File: config.mk
export PLATFORM = sky130hd
export DESIGN_NAME = intc_top
export DESIGN_NICKNAME = d
export VERILOG_FILES = /design/src/hw/intc_pkg.sv /design/src/hw/prio_field_reg.sv /design/src/hw/source_arbiter.sv /design/src/hw/intc_top.sv
export VERILOG_INCLUDE_DIRS = /design/src /design/src/hw
export SDC_FILE = /design/constraint.sdc
export NUM_CORES = 1
export LEC_CHECK = 0
export BUFFER_PORTS_ARGS = -buffer_cell sky130_fd_sc_hd__buf_2
export CAP_MARGIN = 20
export CORE_MARGIN = 1
export CORE_UTILIZATION = 45
export DETAILED_ROUTE_END_ITERATION = 10
export GPL_TIMING_DRIVEN = 0
export SYNTH_ARGS = -nofsm -noshare
export SYNTH_HDL_FRONTEND = slang
export SYNTH_HIERARCHICAL = 1
export SYNTH_SLANG_ARGS = --single-unit
File: constraint.sdc
create_clock -name clk_i -period 21.2 [get_ports clk_i]
set_clock_uncertainty 0.05 [all_clocks]
set_input_delay 2.12 -clock clk_i [delete_from_list [all_inputs] [get_ports clk_i]]
set_output_delay 2.12 -clock clk_i [all_outputs]
set_load 0.1 [all_outputs]
File: src/hw/intc_params.svh
// constants of the priority interrupt controller
`ifndef INTC_PARAMS_SVH
`define INTC_PARAMS_SVH

// ----------------------------------------------------------------
// register offsets (word index on the register port)
// ----------------------------------------------------------------
`define OFF_UART_PRIO    4'h0
`define OFF_CAN_DMA_PRIO 4'h1
`define OFF_LVL_VEC      4'h2
`define OFF_CTRL_ONE     4'h3
`define OFF_PEND_FLAGS   4'h4
`define OFF_SRC_ENABLE   4'h5
`define OFF_STATUS_LOW   4'h6
`define OFF_TIMED_DIS    4'h7
`define OFF_EVT_STATUS   4'h8
`define OFF_EVT_MASK     4'h9

// ----------------------------------------------------------------
// field positions, masks and reset values
// ----------------------------------------------------------------
`define UART_B_LSB       8
`define UART_A_LSB       4
`define CAN_B_LSB        12
`define CAN_A_LSB        8
`define DMA7_LSB         4
`define DMA6_LSB         0
`define UART_PRIO_MASK   16'h0770
`define CAN_DMA_MASK     16'h7777
`define UART_PRIO_RST    16'h0440
`define CAN_DMA_RST      16'h4444
`define NEST_DIS_BIT     15
`define TRAP_FLAG_LSB    0
`define SRL_LEVEL_LSB    1
`define SRL_FORCE_MAX    8'h0e
`define VEC_BASE         8
`define LEVEL_USER_MAX   4'h7
`define LEVEL_TIMED_INTERRUPT_DISABLE_MAX   4'h6
`define LEVEL_TRAP_BASE  4'h8

// ----------------------------------------------------------------
// vector codes, lower code wins a tie
// ----------------------------------------------------------------
`define VEC_TRAP0        7'h00
`define VEC_UART_A_ERR   7'h49
`define VEC_UART_B_ERR   7'h4a
`define VEC_CAN_A_TX     7'h4b
`define VEC_CAN_B_TX     7'h4c
`define VEC_DMA6_DONE    7'h4d
`define VEC_DMA7_DONE    7'h4e

// ----------------------------------------------------------------
// event status bits
// ----------------------------------------------------------------
`define EVT_TAKEN        0
`define EVT_RETURN       1
`define EVT_STACK_ERR    2
`define EVT_TIMED_INTERRUPT_DISABLE_END     3

`endif

File: src/hw/intc_pkg.sv
// types shared by the priority interrupt controller
package intc_pkg;

    typedef struct packed {
        logic [3:0]  addr;
        logic [15:0] wdata;
        logic        wr;
        logic        rd;
    } bus_req_t;

    typedef struct packed {
        logic take;   // core accepts the request shown on irq
        logic ret;    // core executes return_from_interrupt
    } core_req_t;

    typedef struct packed {
        logic [3:0] level;
        logic [6:0] code;
    } grant_t;

    typedef struct packed {
        logic [3:0] level;
        logic [7:0] status_low_byte;
    } saved_ctx_t;

endpackage : intc_pkg

File: src/hw/prio_field_reg.sv
// writable register with a mask of implemented bits
`timescale 1ns/1ps
module prio_field_reg #(
    parameter logic [15:0] MASK  = 16'hffff,
    parameter logic [15:0] RESET = 16'h0000
) (
    input  wire logic        clk_i,
    input  wire logic        rst_i,
    input  wire logic        we_i,
    input  wire logic [15:0] wdata_i,
    output logic      [15:0] q_o
);
    logic [15:0] q_r;
    logic [15:0] q_nxt;

    always_comb begin
        q_nxt = q_r;
        if (we_i) begin
            q_nxt = wdata_i & MASK;
        end
    end

    always_ff @(posedge clk_i) begin
        if (rst_i) begin
            q_r <= RESET & MASK;
        end else begin
            q_r <= q_nxt;
        end
    end

    assign q_o = q_r;
endmodule : prio_field_reg

File: src/hw/source_arbiter.sv
// picks the highest requesting level, lower vector code on a tie
`timescale 1ns/1ps
module source_arbiter
    import intc_pkg::*;
#(
    parameter int N = 10
) (
    input  wire logic [N-1:0]      req_i,
    input  wire logic [N-1:0][3:0] level_i,
    input  wire logic [N-1:0][6:0] code_i,
    output logic                   valid_o,
    output intc_pkg::grant_t       best_o
);
    always_comb begin
        valid_o    = 1'b0;
        best_o     = '0;
        for (int i = 0; i < N; i++) begin
            if (req_i[i] && (!valid_o || level_i[i] > best_o.level ||
                (level_i[i] == best_o.level &&
                 code_i[i] < best_o.code))) begin
                valid_o      = 1'b1;
                best_o.level = level_i[i];
                best_o.code  = code_i[i];
            end
        end
    end
endmodule : source_arbiter

File: src/hw/intc_top.sv
// priority interrupt controller: sources, traps, cpu level, registers
`timescale 1ns/1ps
`include "intc_params.svh"
module intc_top #(
    parameter int TRAPS       = 4,
    parameter int STACK_DEPTH = 8
) (
    input  wire logic               clk_i,
    input  wire logic               rst_i,
    input  wire intc_pkg::bus_req_t bus_i,
    output logic [15:0]             rdata_o,
    input  wire logic [5:0]         src_event_i,
    input  wire logic [TRAPS-1:0]   trap_event_i,
    input  wire intc_pkg::core_req_t core_i,
    output logic                    irq_o,
    output logic [6:0]              vector_code_o,
    output logic [3:0]              cpu_level_o,
    output logic                    evt_irq_o
);
    import intc_pkg::*;

    localparam int N  = 6 + TRAPS;
    localparam int SW = $clog2(STACK_DEPTH + 1);

    if (TRAPS < 1 || TRAPS > 8) begin : g_bad_traps
        $error("TRAPS must lie in 1..8");
    end
    // a one-entry stack would leave the stack index with no bits
    if (STACK_DEPTH < 2) begin : g_bad_stack
        $error("STACK_DEPTH must be at least 2");
    end

    // ------------------------------------------------------------
    // register port decode
    // ------------------------------------------------------------
    logic wr_uart;
    logic wr_cdma;
    logic wr_ctrl;
    logic wr_pend;
    logic wr_en;
    logic wr_srl;
    logic wr_timed_interrupt_disable;
    logic wr_mask;
    logic rd_evt;

    always_comb begin
        wr_uart = bus_i.wr && bus_i.addr == `OFF_UART_PRIO;
        wr_cdma = bus_i.wr && bus_i.addr == `OFF_CAN_DMA_PRIO;
        wr_ctrl = bus_i.wr && bus_i.addr == `OFF_CTRL_ONE;
        wr_pend = bus_i.wr && bus_i.addr == `OFF_PEND_FLAGS;
        wr_en   = bus_i.wr && bus_i.addr == `OFF_SRC_ENABLE;
        wr_srl  = bus_i.wr && bus_i.addr == `OFF_STATUS_LOW;
        wr_timed_interrupt_disable = bus_i.wr && bus_i.addr == `OFF_TIMED_DIS;
        wr_mask = bus_i.wr && bus_i.addr == `OFF_EVT_MASK;
        rd_evt  = bus_i.rd && bus_i.addr == `OFF_EVT_STATUS;
    end

    // ------------------------------------------------------------
    // priority registers
    // ------------------------------------------------------------
    logic [15:0] uart_error_priority;
    logic [15:0] can_tx_dma_priority;

    prio_field_reg #(
        .MASK  (`UART_PRIO_MASK),
        .RESET (`UART_PRIO_RST)
    ) u_uart_prio (
        .clk_i   (clk_i),
        .rst_i   (rst_i),
        .we_i    (wr_uart),
        .wdata_i (bus_i.wdata),
        .q_o     (uart_error_priority)
    );

    prio_field_reg #(
        .MASK  (`CAN_DMA_MASK),
        .RESET (`CAN_DMA_RST)
    ) u_can_dma_prio (
        .clk_i   (clk_i),
        .rst_i   (rst_i),
        .we_i    (wr_cdma),
        .wdata_i (bus_i.wdata),
        .q_o     (can_tx_dma_priority)
    );

    // ------------------------------------------------------------
    // flags, enables, control and cpu state
    // ------------------------------------------------------------
    logic [5:0]             pend_r;
    logic [5:0]             pend_nxt;
    logic [5:0]             en_r;
    logic [5:0]             en_nxt;
    logic                   nest_dis_r;
    logic                   nest_dis_nxt;
    logic [TRAPS-1:0]       trap_r;
    logic [TRAPS-1:0]       trap_nxt;
    logic [3:0]             lvl_r;
    logic [3:0]             lvl_nxt;
    logic [7:0]             srl_r;
    logic [7:0]             srl_nxt;
    logic [15:0]            timed_interrupt_disable_r;
    logic [15:0]            timed_interrupt_disable_nxt;
    saved_ctx_t [STACK_DEPTH-1:0] stk_r;
    saved_ctx_t [STACK_DEPTH-1:0] stk_nxt;
    logic [SW-1:0]          sp_r;
    logic [SW-1:0]          sp_nxt;
    logic [3:0]             evt_r;
    logic [3:0]             evt_nxt;
    logic [3:0]             evt_mask_r;
    logic [3:0]             evt_mask_nxt;
    logic                   irq_r;
    logic                   irq_nxt;
    grant_t                 shown_r;
    grant_t                 shown_nxt;
    logic [15:0]            rdata_r;
    logic [15:0]            rdata_nxt;
    logic                   evt_irq_r;
    logic                   evt_irq_nxt;

    // ------------------------------------------------------------
    // arbitration
    // ------------------------------------------------------------
    logic [N-1:0]      req;
    logic [N-1:0][3:0] lvl;
    logic [N-1:0][6:0] code;
    logic              best_valid;
    grant_t            best;
    logic [3:0]        enter_lvl;
    logic              take_ok;
    logic [7:0]        srl_view;

    always_comb begin
        lvl[0]  = {1'b0, uart_error_priority[`UART_A_LSB +: 3]};
        lvl[1]  = {1'b0, uart_error_priority[`UART_B_LSB +: 3]};
        lvl[2]  = {1'b0, can_tx_dma_priority[`CAN_A_LSB +: 3]};
        lvl[3]  = {1'b0, can_tx_dma_priority[`CAN_B_LSB +: 3]};
        lvl[4]  = {1'b0, can_tx_dma_priority[`DMA6_LSB +: 3]};
        lvl[5]  = {1'b0, can_tx_dma_priority[`DMA7_LSB +: 3]};
        code[0] = `VEC_UART_A_ERR;
        code[1] = `VEC_UART_B_ERR;
        code[2] = `VEC_CAN_A_TX;
        code[3] = `VEC_CAN_B_TX;
        code[4] = `VEC_DMA6_DONE;
        code[5] = `VEC_DMA7_DONE;
        for (int i = 0; i < 6; i++) begin
            // level zero never requests; pending flag holds the request
            req[i] = pend_r[i] && en_r[i] && lvl[i] != 4'h0
                  && lvl[i] > lvl_r
                  && !(timed_interrupt_disable_r != 16'h0000 &&
                       lvl[i] <= `LEVEL_TIMED_INTERRUPT_DISABLE_MAX);
        end
        for (int t = 0; t < TRAPS; t++) begin
            // traps bypass enables and timed disable, but still need a level above the cpu level
            lvl[6+t]  = `LEVEL_TRAP_BASE + 4'(t);
            code[6+t] = `VEC_TRAP0 + 7'(t);
            req[6+t]  = trap_r[t] && lvl[6+t] > lvl_r;
        end
    end

    source_arbiter #(
        .N (N)
    ) u_arb (
        .req_i   (req),
        .level_i (lvl),
        .code_i  (code),
        .valid_o (best_valid),
        .best_o  (best)
    );

    // ------------------------------------------------------------
    // next state
    // ------------------------------------------------------------
    always_comb begin
        // nesting disabled: user entry runs at 7 so no user preempts
        enter_lvl = (nest_dis_r && best.level < `LEVEL_USER_MAX) ?
                    `LEVEL_USER_MAX : best.level;
        take_ok   = core_i.take && irq_r;
        srl_view  = {srl_r[7:4], lvl_r[2:0], srl_r[0]};

        pend_nxt     = (wr_pend ? bus_i.wdata[5:0] : pend_r)
                     | src_event_i;
        en_nxt       = wr_en ? bus_i.wdata[5:0] : en_r;
        nest_dis_nxt = wr_ctrl ? bus_i.wdata[`NEST_DIS_BIT] : nest_dis_r;
        trap_nxt     = (wr_ctrl ?
                        bus_i.wdata[`TRAP_FLAG_LSB +: TRAPS] : trap_r)
                     | trap_event_i;
        lvl_nxt      = lvl_r;
        srl_nxt      = srl_r;
        stk_nxt      = stk_r;
        sp_nxt       = sp_r;
        evt_nxt      = rd_evt ? 4'h0 : evt_r;
        evt_mask_nxt = wr_mask ? bus_i.wdata[3:0] : evt_mask_r;
        timed_interrupt_disable_nxt     = timed_interrupt_disable_r;

        if (timed_interrupt_disable_r != 16'h0000) begin
            timed_interrupt_disable_nxt = timed_interrupt_disable_r - 16'h0001;
            if (timed_interrupt_disable_r == 16'h0001) begin
                evt_nxt[`EVT_TIMED_INTERRUPT_DISABLE_END] = 1'b1;
            end
        end
        if (wr_timed_interrupt_disable) begin
            timed_interrupt_disable_nxt = bus_i.wdata;
        end

        if (wr_srl) begin
            // writing the force value sets level bits 2:0 to 7
            srl_nxt        = bus_i.wdata[7:0];
            lvl_nxt[2:0]   = bus_i.wdata[`SRL_LEVEL_LSB +: 3];
        end

        if (take_ok) begin
            evt_nxt[`EVT_TAKEN] = 1'b1;
            // full stack refuses the entry: level stays where it was
            if (sp_r == SW'(STACK_DEPTH)) begin
                evt_nxt[`EVT_STACK_ERR] = 1'b1;
            end else begin
                stk_nxt[sp_r[$clog2(STACK_DEPTH)-1:0]] =
                    '{level: lvl_r, status_low_byte: srl_view};
                sp_nxt  = sp_r + SW'(1);
                lvl_nxt = shown_r.level;
            end
        end else if (core_i.ret) begin
            evt_nxt[`EVT_RETURN] = 1'b1;
            if (sp_r == SW'(0)) begin
                evt_nxt[`EVT_STACK_ERR] = 1'b1;
            end else begin
                sp_nxt  = sp_r - SW'(1);
                lvl_nxt = stk_r[sp_nxt[$clog2(STACK_DEPTH)-1:0]].level;
                srl_nxt = stk_r[sp_nxt[$clog2(STACK_DEPTH)-1:0]]
                          .status_low_byte;
            end
        end

        // shown request trails a state change by one cycle
        irq_nxt     = best_valid;
        shown_nxt   = best_valid ? '{level: enter_lvl, code: best.code}
                                 : '0;
        evt_irq_nxt = |(evt_nxt & evt_mask_nxt);

        unique case (bus_i.addr)
            `OFF_UART_PRIO:    rdata_nxt = uart_error_priority;
            `OFF_CAN_DMA_PRIO: rdata_nxt = can_tx_dma_priority;
            `OFF_LVL_VEC:      rdata_nxt = {4'h0, shown_r.level, 1'b0,
                                            shown_r.code};
            `OFF_CTRL_ONE:     rdata_nxt = {nest_dis_r, 15'(trap_r)};
            `OFF_PEND_FLAGS:   rdata_nxt = {10'h000, pend_r};
            `OFF_SRC_ENABLE:   rdata_nxt = {10'h000, en_r};
            `OFF_STATUS_LOW:   rdata_nxt = {8'h00, srl_view};
            `OFF_TIMED_DIS:    rdata_nxt = timed_interrupt_disable_r;
            `OFF_EVT_STATUS:   rdata_nxt = {12'h000, evt_r};
            `OFF_EVT_MASK:     rdata_nxt = {12'h000, evt_mask_r};
            default:           rdata_nxt = 16'h0000;
        endcase
        if (!bus_i.rd) begin
            rdata_nxt = 16'h0000;
        end
    end

    // ------------------------------------------------------------
    // state registers
    // ------------------------------------------------------------
    always_ff @(posedge clk_i) begin
        if (rst_i) begin
            pend_r     <= 6'h00;
            en_r       <= 6'h00;
            nest_dis_r <= 1'b0;
            trap_r     <= '0;
            lvl_r      <= 4'h0;
            srl_r      <= 8'h00;
            timed_interrupt_disable_r     <= 16'h0000;
            stk_r      <= '0;
            sp_r       <= '0;
            evt_r      <= 4'h0;
            evt_mask_r <= 4'h0;
            irq_r      <= 1'b0;
            shown_r    <= '0;
            rdata_r    <= 16'h0000;
            evt_irq_r  <= 1'b0;
        end else begin
            pend_r     <= pend_nxt;
            en_r       <= en_nxt;
            nest_dis_r <= nest_dis_nxt;
            trap_r     <= trap_nxt;
            lvl_r      <= lvl_nxt;
            srl_r      <= srl_nxt;
            timed_interrupt_disable_r     <= timed_interrupt_disable_nxt;
            stk_r      <= stk_nxt;
            sp_r       <= sp_nxt;
            evt_r      <= evt_nxt;
            evt_mask_r <= evt_mask_nxt;
            irq_r      <= irq_nxt;
            shown_r    <= shown_nxt;
            rdata_r    <= rdata_nxt;
            evt_irq_r  <= evt_irq_nxt;
        end
    end

    assign rdata_o       = rdata_r;
    assign irq_o         = irq_r;
    assign vector_code_o = shown_r.code;
    assign cpu_level_o   = lvl_r;
    assign evt_irq_o     = evt_irq_r;
endmodule : intc_top

Word-level counts from Yosys, hierarchy flattened
Index checks and enable logic that the tools add are counted.
Word-level totals
  register bits: 200
  latch bits: 0
  RAM bits: 0
  memory bits (read-only): 0
  bits of input ports: 36
  output and inout port bits: 29
  word-level logic and storage cells: 274
  memories kept: 0
Cells by class
  add/sub/neg operators: 3
  multiply operators: 0
  divide/modulo/power cells: 0
  order comparisons: 38
  eq/ne operators: 22
  shifts and indexed selects: 0
  mux-type cells: 54
  bitwise logic cells: 6
  reduce and logical (&&, ||, !) cells: 115
Operators by type and width (count)
  one-hot mux 16 bit (10 select lines): 1
  bitwise mux 96 bit: 1
  logical AND 1 bit: 64
  2-to-1 mux 10 bit: 6
  2-to-1 mux 11 bit: 4
  2-to-1 mux 4 bit: 11
  binary-select mux 12 bit (select 3 bit): 1
  demux 12 bit (select 3 bit): 1
  less-than comparator 7 bit, first input constant: 5
  2-to-1 mux 16 bit: 2
  2-to-1 mux 8 bit: 4
  greater-than comparator 4 bit, first input constant: 7
  greater-than comparator 3 x 4 -> 1 bit: 6
  2-to-1 mux 12 bit: 2
  <= comparator 3 bit, second input constant: 6
  logical OR 1 bit: 18
  nonzero test 3 bit: 6
  2-to-1 mux 1 bit: 17
  == test 16 x 1 -> 1 bit, second input constant: 1
  == test 4 x 3 -> 1 bit, second input constant: 4
  nonzero test 16 bit: 1
  subtractor 16 x 1 -> 16 bit, second input constant: 1
  == test 3 bit: 5
  greater-than comparator 3 bit: 5
  29 further kinds: 59

Logic depth before layout (Yosys ltp)
Gate-level depths: netlist of the first run.
  word-level depth: 53
  gate-level depth with buffers: 115
  mapped depth without buffers: 101

Hierarchy
Netlist of the first run, hierarchy kept.
By module, submodules not included
  intc_top: instances 1, cells an instance 868, area each 7915.1 µm², seq. area each 3103.0 µm²
  source_arbiter: instances 1, cells an instance 581, area each 4077.7 µm², seq. area each 0.0 µm²
  prio_field_reg (u_can_dma_prio): instances 1, cells an instance 44, area each 480.5 µm², seq. area each 240.2 µm²
  prio_field_reg (u_uart_prio): instances 1, cells an instance 30, area each 295.3 µm², seq. area each 120.1 µm²

Least setup slack after synthesis of the first run
No wires, ideal clock.
  kind: flip-flop to flip-flop
  start point: reg lvl_r[2], in the netlist cpu_level_o[2]
  end point: reg shown_r[7] (netlist bit)
  library setup time: 0.115 ns
  data arrival time: 19.856 ns
  required time: 21.035 ns
  setup slack: 1.179 ns
  cell stages (with the launch flop): 101
  path buffers: 15
  period minus slack after synthesis: 20.021 ns
  cell sequence: dfxtp_1 -> clkbuf_1 -> inv_1 -> ha_1 -> nand3_1 -> nand4b_1 -> nor4_1 -> clkbuf_1 -> nand2_1 -> ha_1 -> and4_1 -> o2111ai_1 -> a311oi_1 -> or2_1 -> clkbuf_1 -> buf_2 -> buf_1 -> a21oi_1 -> (+65 left out) -> o21ai_0 -> o31ai_1 -> o21ai_0 -> o31a_1 -> buf_6 -> mux2i_1 -> ha_1 -> nor2b_1 -> o21ai_0 -> nand2b_1 -> a21oi_1 -> nor2_1 -> o21ai_0 -> o21ai_0 -> a21oi_1 -> buf_2 -> mux2_4 -> o21a_1
RTL lines
  start: declaration: RTL line intc_top.sv:97  | logic [3:0] lvl_r;
  start signal: assignment: RTL line intc_top.sv:284  | lvl_r <= lvl_nxt;
  end signal: assignment: RTL line intc_top.sv:292  | shown_r <= shown_nxt;
  end: declaration: RTL line intc_top.sv:113  | grant_t shown_r;

==> impl_metrics.toml, run 1 <==
[status]
status = "finished clean"

[global_route]
grt_use_total_pct = 25.75
antenna_found_initial = 2
grt_max_degree = 18
grt_first_pass_wirelength_microns = 58060
grt_pass1_vias = 10720
grt_overflow = 0

[route]
post_drt_wl_per_cell_microns = 16.52
via_per_inst = 5.222
first_pass_iters = 5
drt_iter0_markers = 803
drc = 0
drt_wl_total_microns = 36780
ant_nets = 0
vias = 11630

[layout]
drive_gt1_share_pct = 13.80
diodes = 0
instances_no_fill = 2226
nNetsFinal = 1978
multiInputGateArea_sq_um = 9273
area_growth_pct = 18.86
regArea_sq_um = 3463
nFillCells = 2686

[logic_synthesis]
synth_top_flop_cell = "dfxtp_1"
async_reset_ff_share_pct = 0
synthTopCellsByCount = "dfxtp_1, nor2_1, mux2i_1, ha_1, nand2_1"
yosysMostFrequentCell = "dfxtp_1"
synth_largest_area_cell = "dfxtp_1"
synth_edf_count = 0
yosysSeqAreaShare_pct = 27.12
ys_top_cells_by_area = "dfxtp_1, ha_1, mux2i_1"
ys_types = 97
syn_area_sq_um = 12770
yosys_warnings = 6
synth_top_area_share_pct = 27.12
syn_avg_cell_area_sq_um = 8.384
ys_seq_elements = 173
synthCells = 1523

[power]
p_comb_share_pct = 37.2
power.leakage_nw = 6.578
p_per_area_nw_per_um2 = 73.47
power.switching_w = 0.0004363
seqPwrFrac_pct = 34.6
p_int_w = 0.0006787
p_sw_share_pct = 39.13
peakVddDrop_mv = 0.05821
clkPwrFrac_pct = 28.2

[clocking]
cts_tree = "done"
clockBufferDepth = 2
clock_sinks = 173
cts_made_buffers = 17
path_clk_slew_ns = 0.08
htreeDepth = 4
insertion_delay_ns = 0.44
root_buffer = "clkbuf_16"

[critical_path]
critPathMaxStageDelay_ns = 0.46
cp-end-kind = "flop"
critPathMaxFanout = 11
critical_path_class = "flop to flop"
required_ns = 21.49
worstRegToRegCells = 99
crit_path_start_kind = "flop"
crit_arrival_ns = 20.11
slowest_stage = "dfxtp_1"

[floorplanning]
rows = 61
die_area_sq_um = 29050
top_level_ports = 65
die_w_microns = 170.4
die_height_microns = 170.4
coreArea_sq_um = 27860
initial_utilization_pct = 45.83

[sta]
hold_viol_final = 0
slew_headroom_pct = 45.97
fin_tns_setup_ns = 0
timing.fmax_ghz = 0.05046
report.final.slew_viol_count = 0
finalCritPeriodShare_pct = 93.47
setup_viol = 0
period_needed_ns = 19.82
fin_hold_ws_ns = 0.4050
postLayoutSetupSlackWorst_ns = 1.384
max_slew.worst_pin.slew_ns = 0.8104

[place]
dp.cells = 2183
portBuffers = 62
place_ws_ns = -2.055
dpl.hpwl_microns = 28890
gp_congestion = 0.9198

[worst_hold_path]
hp-class = "flop to flop"
min_path_cells = 2

[run]
drv_cap = 0
-- stage by stage --
stage                     total power [W]  instance area [sq um]  util, %
after floorplan                 0.0006964                  13590        -
after global placement          0.0007918                  14370    51.58
after detailed placement        0.0007979                  14380    51.62
after CTS                        0.001112                  15040    53.99
after global routing             0.001178                  15180    54.48
final                            0.001115                  15180    54.48
-- layout make-up --
class / count / area share (%)
multi-input combinational: 1358 / 61.10
sequential: 173 / 22.82
buffer: 105 / 3.842
tap: 378 / 3.116
clock buffer: 18 / 2.828
timing repair buffer: 77 / 2.753
inverter: 103 / 2.572
clock inverter: 14 / 0.9728
-- sequential cells by signal, summed over array words and instances (netlist names), 5 cells and up --
signal	cells
stk_r	72
rdata_o	16
timed_interrupt_disable_r	16
u_can_dma_prio/q_o	12
vector_code_o	7
en_r	6
pend_r	6
u_uart_prio/q_o	6
srl_r	5
-- cell families after synthesis --
| logic type | count (synthesis) | synth area share [%] |
|---|---|---|
| mux | 166 | 15.62 |
| simple gates | 492 | 18.80 |
| xor+xnor | 21 | 1.440 |
| other cells | 4 | 0.1176 |
| fa+ha+maj | 108 | 10.56 |
| buf+inv | 210 | 7.437 |
| flops | 173 | 27.12 |
| compound gates | 349 | 18.89 |
-- cells in the final DEF (no fill, tap or decap), types with 22 or more instances in the layout --
cell type,synthesis,routed
nor3_1,22,22
o21a_1,22,22
dfxtp_1,173,173
a21oi_1,89,88
buf_4,21,36
and2_1,22,22
o21ai_0,75,68
ha_1,107,107
nor2_1,169,168
nor2b_1,37,37
conb_1,4,222
clkbuf_1,54,48
nand3_1,40,40
buf_2,17,79
mux2i_1,118,117
nand2_1,107,107
inv_1,103,102
-- path summary, 6_finish.rpt --
kind,to,from,slack [ns]
setup / recovery,shown_r[7],cpu_level_o[2],1.38
hold / removal,stk_r[4],stk_r[4],0.41
setup reg to reg,shown_r[7],cpu_level_o[2],1.38
hold reg to reg,stk_r[4],stk_r[4],0.41
-- timing repair --
action,in CTS,in global routing
setup endpoints to repair,11,11
pin swaps,1,5
buffers inserted,3,10
hold buffers,0,0
resized for setup,22,25
-- metal layers --
metal  global-route usage, %  vias to the layer above  routed length, microns
li1                        -                     5865                       -
met1                   33.60                     5418                   16950
met2                   43.12                      271                   17180
met3                   4.395                       67                    1690
met4                   7.912                        4                     937
met5                       0                        -                      23
-- critical path: cells and delay by family, from the launching register on --
family	cells	cell delay, ns
AOI/OAI and AO/OA	47	8.95
adders and majority gates	10	2.85
buffers and inverters	19	3.14
DFF	1	0.46
muxes	3	0.94
and+or+nand+nor	20	3.27
-- power groups by stage --
stage	combinational (W)	clock (W)	sequential [W]
after floorplan	0.000308	0	0.000389
after global placement	0.000400	0	0.000392
after detailed placement	0.000406	0	0.000392
after CTS	0.000409	0.000318	0.000385
after global routing	0.000458	0.000331	0.000389
final	0.000415	0.000315	0.000385
(Power assumes the default switching activity.)
==> run 2: changes to the inputs <==
--- a/config.mk
+++ b/config.mk
@@ -9,9 +9,11 @@
 export BUFFER_PORTS_ARGS = -buffer_cell sky130_fd_sc_hd__buf_2
 export CAP_MARGIN = 20
 export CORE_MARGIN = 1
-export CORE_UTILIZATION = 45
+export CORE_UTILIZATION = 40
+export CTS_CLUSTER_SIZE = 30
 export DETAILED_ROUTE_END_ITERATION = 10
 export GPL_TIMING_DRIVEN = 0
+export SKIP_CTS_REPAIR_TIMING = 1
 export SYNTH_ARGS = -nofsm -noshare
 export SYNTH_HDL_FRONTEND = slang
 export SYNTH_HIERARCHICAL = 1
==> run 2 against run 1 <==
  * Clock power hardly changed
  * Combinational power hardly changed
  * Via count down 0.33%
  * Sequential share of layout area shrank 0.077 points
==> impl_metrics.toml, run 2 (synthesis results as in run 1) <==
[critical_path]
cp_common_cell = "ha_1"
path_buf_inv = 18
reg2reg_to = "shown_r[7]"
crit_arrival_ns = 20.06
critPathMaxStageDelay_ns = 0.58
critPathMaxFanout = 12
worstRegToRegCells = 97
rrSetupSlack_ns = 1.43
cp-end-kind = "flop"
required_ns = 21.49
crit_cells = 97
critical_path_class = "flop to flop"
worstReg2RegStart = "timed_interrupt_disable_r[11]"
slowest_stage = "or4_4"
crit_family = "compound AO/OA/AOI/OAI gates"
crit_path_start_kind = "flop"

[floorplanning]
top_level_ports = 65
initial_utilization_pct = 40.57
coreArea_sq_um = 31470
die_area_sq_um = 32640
die_height_microns = 180.7
rows = 65
die_w_microns = 180.7

[place]
placed_area_sq_um = 14400
dpl.hpwl_microns = 29520
gp_congestion = 0.9191
place_ws_ns = -2.412
portBuffers = 62

[sta]
setup_viol = 0
postLayoutSetupSlackWorst_ns = 1.434
max_slew.worst_pin.slew_ns = 0.8829
timing.fmax_ghz = 0.05059
report.final.slew_viol_count = 0
hold_viol_final = 0
period_needed_ns = 19.77
slew_headroom_pct = 39.62
finalCritPeriodShare_pct = 93.24

[layout]
largest_register_ffs = 72
design_area_sq_um = 15230
regArea_sq_um = 3463
layout_common_cells = "conb_1, dfxtp_1, nor2_1"
drive_gt1_share_pct = 13.64
multiInputGateArea_sq_um = 9284
nFillCells = 3085
final_common_cell = "conb_1"
area_growth_pct = 19.27
largest_register = "stk_r"
nNetsFinal = 1979

[run]
drv_cap = 0

[global_route]
grt_pass1_vias = 10840
grt_first_pass_wirelength_microns = 59070
grt_max_degree = 17
grt_overflow = 0
antenna_found_initial = 1
grt_use_total_pct = 22.88

[worst_hold_path]
hp-class = "flop to flop"
hold_end = "stk_r[7]"
min_path_cells = 2
min_from = "stk_r[7]"

[clocking]
htreeDepth = 4
root_buffer = "clkbuf_16"
clock_sinks = 173
cts_made_buffers = 17
path_clk_slew_ns = 0.07
cts_tree = "done"
insertion_delay_ns = 0.45
clockBufferDepth = 2

[route]
vias = 11590
wl_met1_microns = 17020
first_pass_iters = 6
drc = 0
route.met3.wl_microns = 1620
top_layer = "met4"
drt_wl_total_microns = 37370
post_drt_wl_per_cell_microns = 16.60
drt_iter0_markers = 814
wl_met2_microns = 17900
via_per_inst = 5.147
ant_nets = 0

[status]
status = "finished clean"

[power]
peakVddDrop_mv = 0.06810
p_per_area_nw_per_um2 = 73.31
power.leakage_nw = 6.564
run 2: changes by cell type in the layout (fill, tap and decap cells not counted), sizes merged:
cell / delta
diode: +1
nor2: +1
inv: -7
clkbuf: +9
clkinvlp: +2
buf: -4
bufinv: +1
clkinv: -2
run 2: report_power, final:
| group | switching, W | total [W] | internal, W |
|---|---|---|---|
| Clock | 0.000135 | 0.000315 | 0.000180 |
| Combinational | 0.000254 | 0.000415 | 0.000161 |
| Sequential | 0.0000327 | 0.000386 | 0.000354 |
run 2: final cells by class:
class	instances	area share, %
multi-input combinational	1359	60.96
sequential	173	22.74
buffer	105	3.862
tap	402	3.303
clock buffer	23	3.073
timing repair buffer	77	2.761
inverter	103	2.563
clock inverter	8	0.7148
antenna	1	0.01643
run 2: worst reg2reg max path, delay by kind of cell (launching register included):
family	cells	cell delay, ns
adders and majority gates	9	2.48
muxes	4	1.30
DFF	1	0.38
AOI/OAI and AO/OA	45	8.31
and+or+nand+nor	21	4.15
buffers and inverters	18	3.06
run 2: how the worst max path moves through the flow:
stage | slack, ns | from | end
6_report | 1.43 | timed_interrupt_disable_r[11] | shown_r[7]
5_1_grt | -0.11 | timed_interrupt_disable_r[11] | shown_r[7]
4_1_cts | -2.52 | cpu_level_o[2] | shown_r[7]
3_5_place_dp | -2.41 | cpu_level_o[2] | shown_r[7]
3_3_place_gp | -2.17 | cpu_level_o[2] | shown_r[7]
2_1_floorplan | 1.18 | cpu_level_o[2] | shown_r[7]
run 2: through the flow:
step | utilization (%) | TNS [ns] | total power (W) | std cells | hold slack, ns
2_1_floorplan | - | 0 | 0.0006964 | 1741 | 0.3832
3_3_place_gp | 45.75 | -21.94 | 0.0007885 | 2205 | 0.3941
3_5_place_dp | 45.75 | -24.62 | 0.0007957 | 2205 | 0.3985
4_1_cts | 47.59 | -25.86 | 0.001110 | 2236 | 0.4078
5_1_grt | 48.38 | -0.2730 | 0.001179 | 2250 | 0.4212
6_report | 48.38 | 0 | 0.001116 | 2251 | 0.4076
run 2: routing by layer:
layer / vias to the layer above / global-route usage [%]
met4: 0 / 5.880
met1: 5384 / 29.73
met3: 54 / 3.436
met2: 280 / 39.35
li1: 5869 / -
met5: - / 0
==> run 3: changes to the inputs <==
--- a/config.mk
+++ b/config.mk
@@ -13,6 +13,7 @@
 export CTS_CLUSTER_SIZE = 30
 export DETAILED_ROUTE_END_ITERATION = 10
 export GPL_TIMING_DRIVEN = 0
+export PLACE_DENSITY = 0.67
 export SKIP_CTS_REPAIR_TIMING = 1
 export SYNTH_ARGS = -nofsm -noshare
 export SYNTH_HDL_FRONTEND = slang
==> run 3 against run 2 <==
  * Global-route usage down 0.14 points
  * Via count increased by 2.1%
  * First-iteration DRC count up 24%
  * Flip-flop and latch count did not move
  * Sequential share of layout area down 0.18 points
  * Setup slack worse by 0.26 ns
  * Final cell count increased by 0.31%
  * Hold slack better by 0.0011 ns
  * Critical path type unchanged
  * Design area rose by 0.79%
  * Power increased by 0.88%
  * Utilization increased by 0.38 points
  * Register-to-register slack lost 0.26 ns
==> impl_metrics.toml, run 3 (synthesis results as in run 1) <==
[layout]
drive_gt1_share_pct = 14.56
design_area_sq_um = 15350
layout_common_cells = "conb_1, dfxtp_1, nor2_1"
nNetsFinal = 1985
area_growth_pct = 20.21
largest_register_ffs = 72
largest_register = "stk_r"
final_common_cell = "conb_1"
final_util_pct = 48.77
nFillCells = 3021

[clocking]
htreeDepth = 4
insertion_delay_ns = 0.45
clockBufferDepth = 2
path_clk_slew_ns = 0.08
clock_sinks = 173
cts_made_buffers = 17
root_buffer = "clkbuf_16"
cts_tree = "done"

[floorplanning]
initial_utilization_pct = 40.57
coreArea_sq_um = 31470
top_level_ports = 65
die_area_sq_um = 32640
die_w_microns = 180.7
rows = 65
die_height_microns = 180.7

[route]
drc = 0
post_drt_wl_per_cell_microns = 16.54
first_pass_iters = 7
ant_nets = 0
drt_iter0_markers = 1012
via_per_inst = 5.242
vias = 11840
drt_wl_total_microns = 37360

[power]
fin_total_pwr_w = 0.001126
peakVddDrop_mv = 0.06213
power.leakage_nw = 6.626
p_per_area_nw_per_um2 = 73.38

[critical_path]
reg2reg_to = "shown_r[7]"
cp_common_cell = "ha_1"
critPathMaxStageDelay_ns = 0.58
crit_arrival_ns = 20.32
critical_path_class = "flop to flop"
required_ns = 21.50
worstRegToRegCells = 99
critPathMaxFanout = 10
worstReg2RegStart = "timed_interrupt_disable_r[11]"
cp-end-kind = "flop"
slowest_stage = "or4_4"
crit_path_start_kind = "flop"
crit_path_start = "timed_interrupt_disable_r[11]"
rrSetupSlack_ns = 1.17

[place]
dpl.hpwl_microns = 28770
place_ws_ns = -2.059
portBuffers = 62
gp_congestion = 0.9243
placed_area_sq_um = 14410

[global_route]
grt_use_total_pct = 22.74
grt_max_degree = 21
antenna_found_initial = 1
grt_first_pass_wirelength_microns = 58970
grt_overflow = 0
grt_pass1_vias = 11140

[sta]
slew_headroom_pct = 41.17
period_needed_ns = 20.03
fin_tns_setup_ns = 0
max_slew.worst_pin.slew_ns = 0.8744
hold_viol_final = 0
setup_viol = 0
postLayoutSetupSlackWorst_ns = 1.175
report.final.slew_viol_count = 0
timing.fmax_ghz = 0.04994
finalCritPeriodShare_pct = 94.46

[worst_hold_path]
hold_end = "stk_r[6]"
min_from = "stk_r[6]"
min_path_cells = 2
hp-class = "flop to flop"

[run]
drv_cap = 0

[status]
status = "finished clean"
run 3: cell types whose count changed in the layout (fill, tap and decap cells not counted), sizes merged:
cell	delta
buf	+6
clkinvlp	-3
inv	+6
clkinv	+6
clkbuf	-6
bufinv	-2
run 3: area by class of cell:
type | count | area, sq um | area share (%)
plain buffers | 106 | 588.1 | 3.831
flip-flops and latches | 173 | 3463 | 22.56
well taps | 402 | 503.0 | 3.277
clock buffers | 17 | 425.4 | 2.772
multi-input cells | 1359 | 9334 | 60.81
diodes | 1 | 2.502 | 0.01630
repair buffers | 82 | 455.4 | 2.967
inverters | 103 | 386.6 | 2.519
clock inverters | 15 | 190.2 | 1.239
run 3: worst max-delay path: cells and delay by family, from the launching register on:
family	cells	cell delay, ns
AO/OA/AOI/OAI	45	7.85
buffers and inverters	20	3.45
multiplexers	4	1.31
flip-flops	1	0.38
AND/OR/NAND/NOR	21	4.27
adder cells (fa/ha/maj)	9	2.56
run 3: report_power, final:
group | switching, W | internal [W]
combinational | 0.000256 | 0.000161
sequential | 0.0000324 | 0.000353
clock | 0.000162 | 0.000161
run 3: metal layers:
layer | share of wire [%] | vias up | global-route usage [%]
met5 | 0 | - | 0
met2 | 48 | 325 | 38.41
met3 | 5.9 | 66 | 4.022
li1 | - | 5882 | -
met1 | 44 | 5563 | 29.65
met4 | 1.9 | 0 | 6.085
run 3: worst max-delay path by stage:
stage,end,slack [ns],cells after the start
final,shown_r[7],1.17,99
after global routing,shown_r[7],-0.22,101
after CTS,shown_r[7],-2.20,102
after detailed placement,shown_r[7],-2.06,102
after global placement,shown_r[7],-2.17,100
after floorplan,shown_r[7],1.18,100
run 3: stage by stage:
| stage | hold slack (ns) | instances |
|---|---|---|
| after detailed placement | 0.3989 | 2206 |
| after global placement | 0.3913 | 2205 |
| after floorplan | 0.3832 | 1741 |
| after CTS | 0.4098 | 2238 |
| after global routing | 0.4346 | 2257 |
| final | 0.4087 | 2258 |
